### config.mk
export PLATFORM = sky130hd
export DESIGN_NAME = discard_stats
export DESIGN_NICKNAME = d
export VERILOG_FILES = /design/src/design/discard_stats.v
export VERILOG_INCLUDE_DIRS = /design/src /design/src/pkg
export SDC_FILE = /design/constraint.sdc
export NUM_CORES = 1
export LEC_CHECK = 0
export BUFFER_PORTS_ARGS = -buffer_cell sky130_fd_sc_hd__clkbuf_2
export CAP_MARGIN = 20
export CORE_MARGIN = 2
export CORE_UTILIZATION = 60
export CTS_BUF_LIST = sky130_fd_sc_hd__clkbuf_2 sky130_fd_sc_hd__clkbuf_4 sky130_fd_sc_hd__clkbuf_8
export DETAILED_ROUTE_END_ITERATION = 10
export GPL_ROUTABILITY_DRIVEN = 0
export GPL_TIMING_DRIVEN = 1
export PLACE_DENSITY = 0.86
export SLEW_MARGIN = 20
export SYNTH_ARGS = -nofsm -noshare
export SYNTH_HDL_FRONTEND = slang
export SYNTH_SLANG_ARGS = --single-unit
### constraint.sdc
create_clock -name sys_clk -period 6.9 [get_ports sys_clk]
set_input_delay 1.035 -clock sys_clk [delete_from_list [all_inputs] [get_ports sys_clk]]
set_output_delay 1.035 -clock sys_clk [all_outputs]
set_load 0.01 [all_outputs]
### src/pkg/discard_stats_map.vh
// register map and constants for the discarded-frame statistics block
`ifndef DISCARD_STATS_MAP_VH
`define DISCARD_STATS_MAP_VH
// register word indices; the byte address is four times the index
`define IDX_LOW_CMD_DISCARD 12'h266
`define IDX_LOW_RSP_DISCARD 12'h268
`define IDX_HIGH_CMD_DISCARD 12'h269
`define IDX_HIGH_RSP_DISCARD 12'h267
`define IDX_HOST_RSP_DISCARD 12'h26A
`define IDX_HOST_CMD_DISCARD 12'h265
`define IDX_IRQ_STATUS 12'h270
`define IDX_IRQ_MASK 12'h271
// counter reset value and ceiling
`define CNT_RESET 8'h00
`define CNT_MAX 8'hFF
// interrupt status bit positions
`define IRQ_LOW_SAT 0
`define IRQ_HIGH_SAT 1
`define IRQ_HOST_SAT 2
`define IRQ_WIDTH 3
`define IRQ_RESET 3'h0
`endif

### src/design/discard_stats.v
// discarded-frame statistics counters with snapshot-on-read over ahb-lite
`include "discard_stats_map.vh"
`default_nettype none

////////////////////////////////////////////////////////////////////////////////
// Summary of operation
// - count low-side discarded response frames in 8 bits, reset zero
// - reading low-side command-discard register snapshots and clears low-side group
// - count high-side discarded command frames in 8 bits, reset zero
// - reading high-side response-discard register snapshots and clears high-side group
// - count host-port discarded response frames in 8 bits, reset zero
// - reading host-port command-discard register snapshots and clears host group
// - frames discarded for integrity error are never counted
// - low-side command-discard register sits at word index 0x266, byte offset 0x998
module discard_stats (
    // clock and reset
    input wire sys_clk,
    input wire sys_rst,
    // ahb-lite slave
    input wire hsel,
    input wire [31:0] haddr,
    input wire [1:0] htrans,
    input wire hwrite,
    input wire [2:0] hsize,
    input wire [31:0] hwdata,
    input wire hready,
    output reg [31:0] hrdata,
    output reg hreadyout,
    output reg hresp,
    // discard events, one-cycle pulses
    input wire lowCmdDiscard,
    input wire lowRspDiscard,
    input wire highCmdDiscard,
    input wire highRspDiscard,
    input wire hostCmdDiscard,
    input wire hostRspDiscard,
    input wire frameIntegrityError,
    // interrupt
    output reg irq
);

////////////////////////////////////////////////////////////////////////////////
// live counters and snapshot copies: 0 low, 1 high, 2 host
reg [7:0] liveCmd_r [0:2];
reg [7:0] liveRsp_r [0:2];
reg [7:0] snapCmd_r [0:2];
reg [7:0] snapRsp_r [0:2];
reg [2:0] irqStatus_r;
reg [2:0] irqMask_r;
reg [11:0] dataAddr_r;
reg dataRead_r;
reg dataWrite_r;
wire [2:0] cmdEv;
wire [2:0] rspEv;
wire [2:0] snapTrig;
wire [2:0] satEv;
wire addrTaken;
wire [11:0] rdAddr;
reg [31:0] rdData;
integer i;

// address phase acceptance
assign addrTaken = hsel && hready && htrans[1];
assign rdAddr = haddr[13:2]; // word index, byte address is index times four

assign cmdEv = {hostCmdDiscard, highCmdDiscard, lowCmdDiscard} & {3{~frameIntegrityError}};
assign rspEv = {hostRspDiscard, highRspDiscard, lowRspDiscard} & {3{~frameIntegrityError}};

assign snapTrig[0] = addrTaken && !hwrite && rdAddr == `IDX_LOW_CMD_DISCARD;
assign snapTrig[1] = addrTaken && !hwrite && rdAddr == `IDX_HIGH_RSP_DISCARD;
assign snapTrig[2] = addrTaken && !hwrite && rdAddr == `IDX_HOST_CMD_DISCARD;

// saturation events per group
assign satEv[0] = (cmdEv[0] && liveCmd_r[0] == `CNT_MAX) || (rspEv[0] && liveRsp_r[0] == `CNT_MAX);
assign satEv[1] = (cmdEv[1] && liveCmd_r[1] == `CNT_MAX) || (rspEv[1] && liveRsp_r[1] == `CNT_MAX);
assign satEv[2] = (cmdEv[2] && liveCmd_r[2] == `CNT_MAX) || (rspEv[2] && liveRsp_r[2] == `CNT_MAX);

////////////////////////////////////////////////////////////////////////////////
// counters, snapshot and clear
always @(posedge sys_clk) begin
    for (i = 0; i < 3; i = i + 1) begin
        if (sys_rst) begin
            liveCmd_r[i] <= `CNT_RESET;
            liveRsp_r[i] <= `CNT_RESET;
            snapCmd_r[i] <= `CNT_RESET;
            snapRsp_r[i] <= `CNT_RESET;
        end else if (snapTrig[i]) begin
            snapCmd_r[i] <= (cmdEv[i] && liveCmd_r[i] != `CNT_MAX) ? liveCmd_r[i] + 8'h01 : liveCmd_r[i];
            snapRsp_r[i] <= (rspEv[i] && liveRsp_r[i] != `CNT_MAX) ? liveRsp_r[i] + 8'h01 : liveRsp_r[i];
            liveCmd_r[i] <= `CNT_RESET;
            liveRsp_r[i] <= `CNT_RESET;
        end else begin
            if (cmdEv[i] && liveCmd_r[i] != `CNT_MAX)
                liveCmd_r[i] <= liveCmd_r[i] + 8'h01;
            if (rspEv[i] && liveRsp_r[i] != `CNT_MAX)
                liveRsp_r[i] <= liveRsp_r[i] + 8'h01;
        end
    end
end

////////////////////////////////////////////////////////////////////////////////
// data phase bookkeeping
always @(posedge sys_clk) begin
    if (sys_rst) begin
        dataAddr_r <= 12'h000;
        dataRead_r <= 1'b0;
        dataWrite_r <= 1'b0;
    end else if (hready) begin
        dataAddr_r <= rdAddr;
        dataRead_r <= addrTaken && !hwrite;
        dataWrite_r <= addrTaken && hwrite;
    end
end

// read mux, data registered at address phase (snapshot is taken same edge)
always @* begin
    case (rdAddr)
        `IDX_LOW_CMD_DISCARD: rdData = {24'h00_0000, (cmdEv[0] && liveCmd_r[0] != `CNT_MAX) ?
            liveCmd_r[0] + 8'h01 : liveCmd_r[0]};
        `IDX_LOW_RSP_DISCARD: rdData = {24'h00_0000, snapRsp_r[0]};
        `IDX_HIGH_CMD_DISCARD: rdData = {24'h00_0000, snapCmd_r[1]};
        `IDX_HIGH_RSP_DISCARD: rdData = {24'h00_0000, (rspEv[1] && liveRsp_r[1] != `CNT_MAX) ?
            liveRsp_r[1] + 8'h01 : liveRsp_r[1]};
        `IDX_HOST_RSP_DISCARD: rdData = {24'h00_0000, snapRsp_r[2]};
        `IDX_HOST_CMD_DISCARD: rdData = {24'h00_0000, (cmdEv[2] && liveCmd_r[2] != `CNT_MAX) ?
            liveCmd_r[2] + 8'h01 : liveCmd_r[2]};
        `IDX_IRQ_STATUS: rdData = {29'h0000_0000, irqStatus_r};
        `IDX_IRQ_MASK: rdData = {29'h0000_0000, irqMask_r};
        default: rdData = 32'h0000_0000;
    endcase
end

////////////////////////////////////////////////////////////////////////////////
// bus outputs
always @(posedge sys_clk) begin
    if (sys_rst) begin
        hrdata <= 32'h0000_0000;
        hreadyout <= 1'b1;
        hresp <= 1'b0;
    end else begin
        hreadyout <= 1'b1;
        hresp <= 1'b0;
        if (addrTaken && !hwrite)
            hrdata <= rdData;
        else if (hready)
            hrdata <= 32'h0000_0000;
    end
end

////////////////////////////////////////////////////////////////////////////////
// interrupt status, mask and output; set wins over clear
always @(posedge sys_clk) begin
    if (sys_rst) begin
        irqStatus_r <= `IRQ_RESET;
        irqMask_r <= `IRQ_RESET;
        irq <= 1'b0;
    end else begin
        if (dataWrite_r && dataAddr_r == `IDX_IRQ_STATUS)
            irqStatus_r <= (irqStatus_r & ~hwdata[2:0]) | satEv;
        else
            irqStatus_r <= irqStatus_r | satEv;
        if (dataWrite_r && dataAddr_r == `IDX_IRQ_MASK)
            irqMask_r <= hwdata[2:0];
        irq <= |(irqStatus_r & irqMask_r);
    end
end

endmodule // discard_stats
`default_nettype wire

# --- After elaboration in Yosys (flattened, before gate mapping) ---
# Memories as Yosys holds them, arrays and structs flattened.
# Index checks and enable logic that the tools add are counted.
op_classes:
  add_sub_neg: 6
  n_eq_ne: 22
  muxes: 63
  n_bitwise: 26
  reduce_logical: 27
ops:
  columns: ["op", "n"]
  rows:
  - ["two-way mux 8 bit", 24]
  - ["== test 12 x 10 -> 1 bit (second input constant)", 10]
  - ["two-way mux 32 bit", 2]
  - ["one-hot mux 8 bit (8 select lines)", 1]
  - ["adder 8 x 1 -> 8 bit (second input constant)", 6]
  - ["== test 8 bit (second input constant)", 6]
  - ["inequality test 8 bit (second input constant)", 6]
  - ["two-way mux 1 bit", 35]
  - ["logical AND 1 bit", 21]
  - ["OR 1 bit", 18]
  - ["AND 3 bit", 4]
  - ["OR 3 bit", 2]
  - ["logical OR 1 bit", 3]
  - ["two-way mux 3 bit", 1]
  - ["inverter 3 bit", 1]
  - ["OR reduction 3 bit", 1]
  - ["nonzero test 2 bit", 1]
  - ["logical NOT 1 bit", 1]
  - ["inverter 1 bit", 1]
totals:
  regBits: 52
  ram_bits: 96
  input_bits: 81
  out_inout_bits: 35
  n_memories: 4
memory_table:
  columns: ["name", "words", "word_bits", "read_ports", "rd_ports_with_merged_regs", "wr", "line_no", "rtl"]
  rows:
  - ["liveCmd_r", 3, 8, 3, 0, 3, "discard_stats.v:44", "reg [7:0] liveCmd_r [0:2];"]
  - ["liveRsp_r", 3, 8, 3, 0, 3, "discard_stats.v:45", "reg [7:0] liveRsp_r [0:2];"]
  - ["snapCmd_r", 3, 8, 1, 0, 3, "discard_stats.v:46", "reg [7:0] snapCmd_r [0:2];"]
  - ["snapRsp_r", 3, 8, 2, 0, 3, "discard_stats.v:47", "reg [7:0] snapRsp_r [0:2];"]

# --- Logic depth before layout (Yosys ltp) ---
# Gate-level depths: netlist (run 1).
depth:
  word_depth: 9
  ltp_mapped: 8
  mapped_depth_nobuf: 7

# --- Least setup slack after synthesis (run 1) ---
# OpenSTA, ideal clock, no wires.
synth_timing:
  path_type: "input to register"
  start: "in haddr[10]"
  end: "mem liveRsp_r[2][0] (enable)"
  arrival_time_ns: 2.496
  required_time_ns: 6.565
  path_slack_ns: 4.069
  stages: 5
  path_buffers: 0
  path_cell_list: "or4b_4 > or3_4 > nor2_4 > a21oi_1 > nand2b_1"
synth_rtl:
  columns: ["element", "line_no", "rtl"]
  rows:
  - ["start, declared", "discard_stats.v:21", "input wire [31:0] haddr,"]
  - ["end, declared", "discard_stats.v:45", null]

==> impl_metrics.json, run 1 <==
{
  "status": "completed",
  "layout.nets": 721,
  "finalInstanceArea_sq_um": 6140,
  "drive_gt1_share_pct": 10.6,
  "hold_violations": 0,
  "finalSetupViolCount": 0,
  "io_pins": 116,
  "synthesis.area_sq_um": 5790,
  "hp-class": "reg2reg",
  "synth_most_common_cell": "nor2_1",
  "peakVddDrop_v": 0.0000958,
  "syn_avg_cell_area_sq_um": 9.58,
  "synth_top_area_share_pct": 37.3,
  "startpoint_type": "input port",
  "drt_first_pass_iters": 5,
  "p_sw_share_pct": 26.7,
  "power_frac_seq_pct": 60.5,
  "synth_cells": 605,
  "ys_seq_area_share_pct": 47.0,
  "start_util_pct": 62.4,
  "clk_pin_slew_ns": 0.09,
  "rows": 35,
  "yosys.area.top_type": "edfxtp_1",
  "n_antenna_cell": 0,
  "wirelength_um": 12500,
  "drc": 0,
  "p_int_mw": 0.849,
  "required_ns": 7.00,
  "die_area_sq_um": 10500,
  "cts_hold_buffers": 0,
  "p_per_area_nw_per_um2": 189,
  "critPathKind": "in2reg",
  "grt-ovfl-total": 0,
  "async_reset_ff_share_pct": 0,
  "fmax_mhz": 342,
  "vias": 4480,
  "synth-edff-count": 72,
  "cts-htree-levels": 3,
  "fill_cells": 740,
  "track_usage_pct": 24.5,
  "cts_buffer_depth": 2,
  "cp-end-kind": "flop",
  "ys.flop_type": "edfxtp_1",
  "dieWidth_um": 102,
  "coreArea_sq_um": 9280,
  "synth_seq_cells": 100,
  "cts-root-buf": "clkbuf_8",
  "hold_ws_ns": 0.468,
  "synth_common_cells": "108 x nor2_1, 72 x edfxtp_1, 54 x nand2_1, 34 x a21oi_1, 33 x xnor2_1",
  "dr.first_iter.drc_count": 234,
  "port_buffers": 36,
  "p_leak_nw": 2.29,
  "period_share_pct": 42.4,
  "antenna_found_initial": 0,
  "detail_route.vias_per_cell": 5.83,
  "grt_max_degree": 33,
  "path_max_fanout": 9,
  "cts_resized": 0,
  "final_max_slew_viol_count": 0,
  "place_area_sq_um": 5960,
  "max_cap_viol_count": 0,
  "p_switching_mw": 0.310,
  "syn2layout_area_growth_pct": 5.92,
  "min_period_ns": 2.92,
  "cts_sinks": 100,
  "skew_ns": 0.0130,
  "die_y_um": 102,
  "yosysUniqueCellTypes": 61,
  "cts_buffers": 9,
  "worstMarginPinSlew_ns": 0.804,
  "p_clk_share_pct": 29.3,
  "grt_setup_unrepaired": "false",
  "cts_setup_buffers": 0,
  "fin_tns_setup_ns": 0,
  "clock_latency_ns": 0.36,
  "cts_tree": "yes",
  "slew_headroom_pct": 46.2,
  "yosys_warnings": 0,
  "grt_first_pass_wirelength_um": 20000,
  "antenna_left": 0,
  "grt_pass1_vias": 4343,
  "utilization_pct": 66.1,
  "yosys-top-cells-area": "edfxtp_1 37%, dfxtp_1 9.7%, nor2_1 7.0%",
  "wl_per_cell_um": 16.3,
  "crit_arrival_ns": 3.03,
  "dp_hpwl_um": 9310,
  "p_comb_share_pct": 10.2
}
-- final timing paths --
path,from,end,slack (ns),cells past startpoint
hold / removal,hrdata[0],hrdata[0],0.47,2
setup / recovery,haddr[10],liveCmd_r[0][4],3.98,7
hold reg to reg,hrdata[0],hrdata[0],0.47,2
setup reg to reg,liveRsp_r[2][0],liveRsp_r[2][1],4.34,5
-- kinds of logic (layout without fill, tap and decap cells) --
kind of cell    count (synthesis)  in the layout  share of synthesized area [%]
simple gates                  271            271                           22.8
mux                            33             33                           5.79
xor+xnor                       59             59                           8.92
fa+ha+maj                       6              6                           1.30
other cells                     2             26                          0.130
compound gates                 83             83                           8.96
buf+inv                        51             61                           5.14
flops                         100            100                           47.0
-- registers in the layout, summed over array words and instances (netlist names) --
name / count
snapRsp_r: 16
hrdata: 8
snapCmd_r: 8
liveCmd_r: 24
dataAddr_r: 12
irqMask_r: 3
liveRsp_r: 24
dataWrite_r: 1
irq: 1
irqStatus_r: 3
-- routing by layer --
layer / global-route usage (%) / share of wire [%] / vias to the layer above
met2: 42.7 / 50 / 187
met1: 29.2 / 41 / 2093
met4: 12.3 / 3.5 / 0
li1: - / - / 2158
met3: 3.97 / 5.7 / 42
met5: 0 / 0 / -
-- final cells by class --
type / instances / area [sq um] / area share [%]
Multi-Input combinational cell: 478 / 2860 / 46.7
Sequential cell: 100 / 2720 / 44.4
Timing Repair Buffer: 36 / 180 / 2.94
Tap cell: 129 / 161 / 2.63
Clock buffer: 9 / 124 / 2.02
Clock inverter: 7 / 51.3 / 0.836
Inverter: 9 / 33.8 / 0.551
-- per-stage QoR --
step           std cells  worst slack, ns  total power, mW
2_1_floorplan        629             4.07            0.803
5_1_grt              768             3.92             1.20
6_report             768             3.98             1.16
3_5_place_dp         752             3.65            0.829
4_1_cts              768             4.03             1.16
3_3_place_gp         752             3.71            0.821
-- cell usage in the layout, fill, tap and decap left out, types with 26 or more instances in the layout --
cell      Yosys  layout
nor2_1      108     108
edfxtp_1     72      72
dfxtp_1      28      28
clkbuf_2      0      36
mux2i_1      29      29
xnor2_1      33      33
conb_1        2      26
xor2_1       26      26
nand2_1      54      54
a21oi_1      34      34
-- worst max-delay path, cell delays in order --
cell and delay (ns):
clkbuf_2 0.09, or4b_4 0.56, or3_4 0.45, nor2_4 0.14, a21oi_1 0.25, inv_1 0.39, nor3_1 0.11
-- power by group through the flow --
stage          registers (mW)  clock network (mW)  logic [mW]
4_1_cts                 0.700               0.344       0.117
6_report                0.701               0.340       0.118
3_3_place_gp            0.711                   0       0.111
5_1_grt                 0.704               0.369       0.130
2_1_floorplan           0.703                   0      0.0994
3_5_place_dp            0.713                   0       0.115
(Power assumes the default switching activity.)
==> run 2, diff against run 1 <==
- CORE_UTILIZATION: 60 -> 52
- PLACE_DENSITY: 0.86 -> 0.79
- clock period: 6.9 -> 2.5 ns (I/O delays scaled with it)
==> run 2 against run 1 <==
- clock power increased to 3.2 times the previous value
- final cell count increased by 3.6%
- first-iteration DRC count increased by 40%
==> impl_metrics.json, run 2 (synthesis gave the netlist of run 1 again) <==
{
  "dp_hpwl_um": 9490,
  "p_clk_share_pct": 32.2,
  "dieWidth_um": 110,
  "multiInputGateArea_sq_um": 2860,
  "peakVddDrop_v": 0.000385,
  "p_per_area_nw_per_um2": 531,
  "cts_hold_buffers": 0,
  "crit_arrival_ns": 2.59,
  "cts_buffers": 9,
  "io_pins": 116,
  "final_common_cell": "nor2_1",
  "final_max_slew_viol_count": 0,
  "track_usage_pct": 21.4,
  "grt_first_pass_wirelength_um": 19800,
  "layout.nets": 738,
  "cts_sinks": 100,
  "port_buffers": 36,
  "rows": 38,
  "p_comb_share_pct": 10.3,
  "p_int_mw": 2.47,
  "finalInstanceArea_sq_um": 6320,
  "place_inst": 780,
  "rr_startpoint": "liveCmd_r[0][0]",
  "cts_buffer_depth": 2,
  "fin_tns_setup_ns": 0,
  "coreArea_sq_um": 10800,
  "n_antenna_cell": 0,
  "period_share_pct": 90.8,
  "p_sw_share_pct": 26.4,
  "drt_first_pass_iters": 5,
  "critPathKind": "reg2reg",
  "grt_pass1_vias": 4116,
  "holdCritStartpoint": "haddr[10]",
  "status": "completed",
  "cts_setup_buffers": 0,
  "finalPower_mw": 3.35,
  "grt-ovfl-total": 0,
  "fmax_mhz": 441,
  "min_period_ns": 2.27,
  "layout.area.seq_sq_um": 2720,
  "hold_violations": 0,
  "grt_setup_unrepaired": "false",
  "grt_max_degree": 22,
  "startpoint_type": "flop",
  "worstMarginPinSlew_ns": 0.743,
  "antenna_found_initial": 0,
  "cts_tree": "yes",
  "syn2layout_area_growth_pct": 9.05,
  "fill_cells": 961,
  "max_cap_viol_count": 0,
  "skew_ns": 0.0136,
  "clk_pin_slew_ns": 0.10,
  "slew_headroom_pct": 50.4,
  "die_area_sq_um": 12000,
  "fin_cells": 796,
  "vias": 4466,
  "die_y_um": 110,
  "required_ns": 2.82,
  "p_switching_mw": 0.884,
  "reg.largest.list": "liveCmd_r x24, liveRsp_r x24, snapRsp_r x16",
  "drive_gt1_share_pct": 13.1,
  "finalSetupViolCount": 0,
  "start_util_pct": 53.4,
  "detail_route.vias_per_cell": 5.61,
  "dr.first_iter.drc_count": 328,
  "place_area_sq_um": 6110,
  "power_frac_seq_pct": 57.5,
  "hp-class": "in2reg",
  "cp-end-kind": "flop",
  "cts-htree-levels": 3,
  "clock_latency_ns": 0.38,
  "worstSetupStartpoint": "liveCmd_r[0][0]",
  "cts-root-buf": "clkbuf_8",
  "antenna_left": 0,
  "wirelength_um": 12400,
  "cts_resized": 0,
  "wl_per_cell_um": 15.5,
  "path_max_fanout": 6,
  "drc": 0,
  "final_cell_mix": "108 x nor2_1, 72 x edfxtp_1, 54 x nand2_1",
  "p_leak_nw": 2.39
}
## run 2: changes by cell type in the layout (fill, tap and decap cells not counted), sizes merged
cell    before  now
buf          0   17
clkinv       4    0
inv         11   14
bufinv       0    1
## run 2: through the flow
stage	worst slack [ns]	hold slack (ns)	utilization [%]
floorplan	0.223	0.440	-
global placement	0.0383	0.446	56.4
detailed placement	0.00970	0.470	56.4
CTS	0.283	0.245	58.3
global route	0.0544	0.254	58.3
finish	0.230	0.251	58.3
## run 2: final cells by class
cell class                 count  share of cell area [%]
sequential                   100                    43.1
tap                          140                    2.77
inverter                       9                   0.535
clock inverter                 7                    1.25
multi-input combinational    478                    45.3
timing repair buffer          53                    5.07
clock buffer                   9                    1.96
## run 2: path summary, 6_finish.rpt
| check | endpoint | slack, ns | cells past startpoint |
|---|---|---|---|
| hold reg to reg | hrdata[1] | 0.48 | 2 |
| setup reg to reg | hrdata[2] | 0.23 | 6 |
| hold / removal | dataAddr_r[8] | 0.25 | 3 |
| setup / recovery | hrdata[2] | 0.23 | 6 |
## run 2: worst max-delay path, stage by stage, from the launching register on
cell,delay (ns)
edfxtp_1,0.43
ha_1,0.29
nand4_1,0.26
o21ai_1,0.49
inv_1,0.16
a311oi_1,0.43
o31a_1,0.17
## run 2: layer usage
layer  track usage, %  vias up  part of all wire, %
li1                 -     2187                    -
met2             36.2      117                   50
met5                0        -                    0
met1             27.7     2147                   44
met4             6.96        0                  1.6
met3             4.03       15                  4.6
## run 2: power groups by stage
stage	Clock, mW	Combinational (mW)	Sequential [mW]
after floorplan	0	0.274	1.94
after global placement	0	0.329	1.96
after detailed placement	0	0.342	1.97
after CTS	1.09	0.344	1.93
after global routing	1.16	0.385	1.94
final	1.08	0.346	1.93
==> run 3, diff against run 2 <==
- CORE_UTILIZATION: 52 -> 57
- PLACE_DENSITY: 0.79 -> 0.82
- clock period: 2.5 -> 2.1 ns (I/O delays scaled with it)
==> run 3 against run 2 <==
- die area fell by 8.5%
- final cell count increased by 4.4%
- worst setup slack worse by 0.15 ns
- utilization up 9.8 points
- cell area grew 5.8%
- sequential cell count is the same
- via count rose by 3.9%
- register-to-register slack worse by 0.14 ns
- combinational power up 40%
- global-route usage increased by 2.2 points
- sequential share of layout area is 2.4 points lower
- critical path type is now in2reg
==> impl_metrics.json, run 3 (synthesis gave the netlist of run 1 again) <==
{
  "status": "completed",
  "hold_violations": 0,
  "startpoint_type": "input port",
  "min_period_ns": 2.02,
  "crit_arrival_ns": 2.07,
  "fmax_mhz": 496,
  "port_buffers": 36,
  "period_share_pct": 96.0,
  "path_cells": "clkbuf_2 > or4b_4 > or3_4 > nor2_4 > a21oi_1 > inv_1",
  "dr.first_iter.drc_count": 400,
  "final_common_cell": "nor2_1",
  "path_max_fanout": 8,
  "wl_per_cell_um": 15.6,
  "clk_pin_slew_ns": 0.10,
  "hp-class": "in2reg",
  "cts_buffer_depth": 2,
  "worstSetupStartpoint": "haddr[10]",
  "wirelength_um": 13000,
  "drive_gt1_share_pct": 20.1,
  "required_ns": 2.15,
  "syn2layout_area_growth_pct": 15.4,
  "cts-root-buf": "clkbuf_8",
  "cp-end-kind": "flop",
  "final_max_slew_viol_count": 0,
  "holdCritStartpoint": "haddr[7]",
  "antenna_left": 0,
  "io_pins": 116,
  "cts_tree": "yes",
  "peakVddDrop_v": 0.000364,
  "max_cap_viol_count": 0,
  "drt_first_pass_iters": 6,
  "clock_latency_ns": 0.37,
  "layout.nets": 780,
  "rr_startpoint": "liveRsp_r[0][1]",
  "skew_ns": 0.0104,
  "die_y_um": 105,
  "fin_cells": 831,
  "slew_headroom_pct": 57.2,
  "detail_route.vias_per_cell": 5.58,
  "n_antenna_cell": 0,
  "place_area_sq_um": 6370,
  "crit_slowest_cell": "or4b_4",
  "fill_cells": 744,
  "final_cell_mix": "108 x nor2_1, 72 x edfxtp_1, 56 x buf_4",
  "cts_sinks": 100,
  "finalInstanceArea_sq_um": 6680,
  "p_leak_nw": 2.59,
  "antenna_found_initial": 0,
  "dieWidth_um": 105,
  "layout.area.seq_sq_um": 2720,
  "p_per_area_nw_per_um2": 591,
  "vias": 4641,
  "worstMarginPinSlew_ns": 0.641,
  "r2r_end": "snapRsp_r[0][3]",
  "finalSetupViolCount": 0,
  "dp_hpwl_um": 9790,
  "critPathKind": "in2reg",
  "grt_first_pass_wirelength_um": 20900,
  "reg.largest.list": "liveCmd_r x24, liveRsp_r x24, snapRsp_r x16",
  "coreArea_sq_um": 9820,
  "crit_family": "simple AND/OR/NAND/NOR gates",
  "grt_max_degree": 22,
  "cts-htree-levels": 3,
  "die_area_sq_um": 11000,
  "multiInputGateArea_sq_um": 2940,
  "start_util_pct": 59.0,
  "track_usage_pct": 23.6,
  "cts_buffers": 9,
  "regToRegSetupSlack_ns": 0.09,
  "rows": 36,
  "grt_setup_unrepaired": "true",
  "grt-ovfl-total": 0,
  "grt_pass1_vias": 4451,
  "drc": 0,
  "path_depth": 6,
  "place_inst": 805,
  "crit_buf_inv": 2,
  "endpoint": "snapRsp_r[2][6]",
  "slowest_delay_ns": 0.53,
  "reg2reg_depth": 7
}
-- run 3: changes by cell type in the layout (fill, tap and decap cells not counted), moves of 2 or more --
cell,change
a31oi_1,-2
a31oi_4,+2
buf_4,+40
clkinv_4,+2
ha_1,-2
ha_2,+2
inv_4,-2
o21ai_1,-2
o21ai_2,+2
-- run 3: worst min-delay path by stage --
stage / to / slack, ns / cells after the start
after floorplan: dataWrite_r / 0.44 / 2
after global placement: hrdata[0] / 0.44 / 2
after detailed placement: hrdata[0] / 0.46 / 2
after CTS: dataAddr_r[5] / 0.20 / 3
after global routing: irqMask_r[0] / 0.21 / 3
final: dataAddr_r[5] / 0.20 / 3
-- run 3: layout make-up --
class	instances	area share (%)
multi-input cells	478	44.0
flip-flops and latches	100	40.7
repair buffers	95	9.53
well taps	133	2.49
clock buffers	10	2.06
clock inverters	6	0.693
inverters	9	0.505
-- run 3: worst min-delay path: stages --
cell and delay (ns):
clkbuf_2 0.09, mux2i_1 0.06, nor2_1 0.07
-- run 3: metrics by stage --
step	util, %	TNS (ns)	setup slack [ns]	power [mW]	hold slack, ns
2_1_floorplan	-	-0.0478	-0.00597	2.64	0.440
3_3_place_gp	64.9	-24.91	-0.250	2.76	0.442
3_5_place_dp	64.9	-29.41	-0.302	2.79	0.462
4_1_cts	66.9	0	0.0440	3.93	0.198
5_1_grt	68.1	-0.0107	-0.00739	4.08	0.214
6_report	68.1	0	0.0838	3.95	0.201
-- run 3: what timing repair did --
item | 4_1_cts | 5_1_grt
gates resized for setup | 2 | 12
setup buffers | 1 | 8
pin swaps | 0 | 4
setup endpoints to repair | 1 | 20
hold buffers | 0 | 0
gates cloned | 0 | 1
hold endpoints to repair | 0 | 0
-- run 3: report_power, final --
group,switching [mW],internal [mW]
registers,0.0875,2.21
logic,0.271,0.213
clock network,0.698,0.472
-- run 3: per-layer routing --
layer / GRT usage [%] / routed length, um / part of all wire [%]
met5: 0 / 0 / 0
met4: 9.05 / 343 / 2.6
met3: 2.74 / 752 / 5.8
met2: 40.3 / 6430 / 50
met1: 30.6 / 5450 / 42
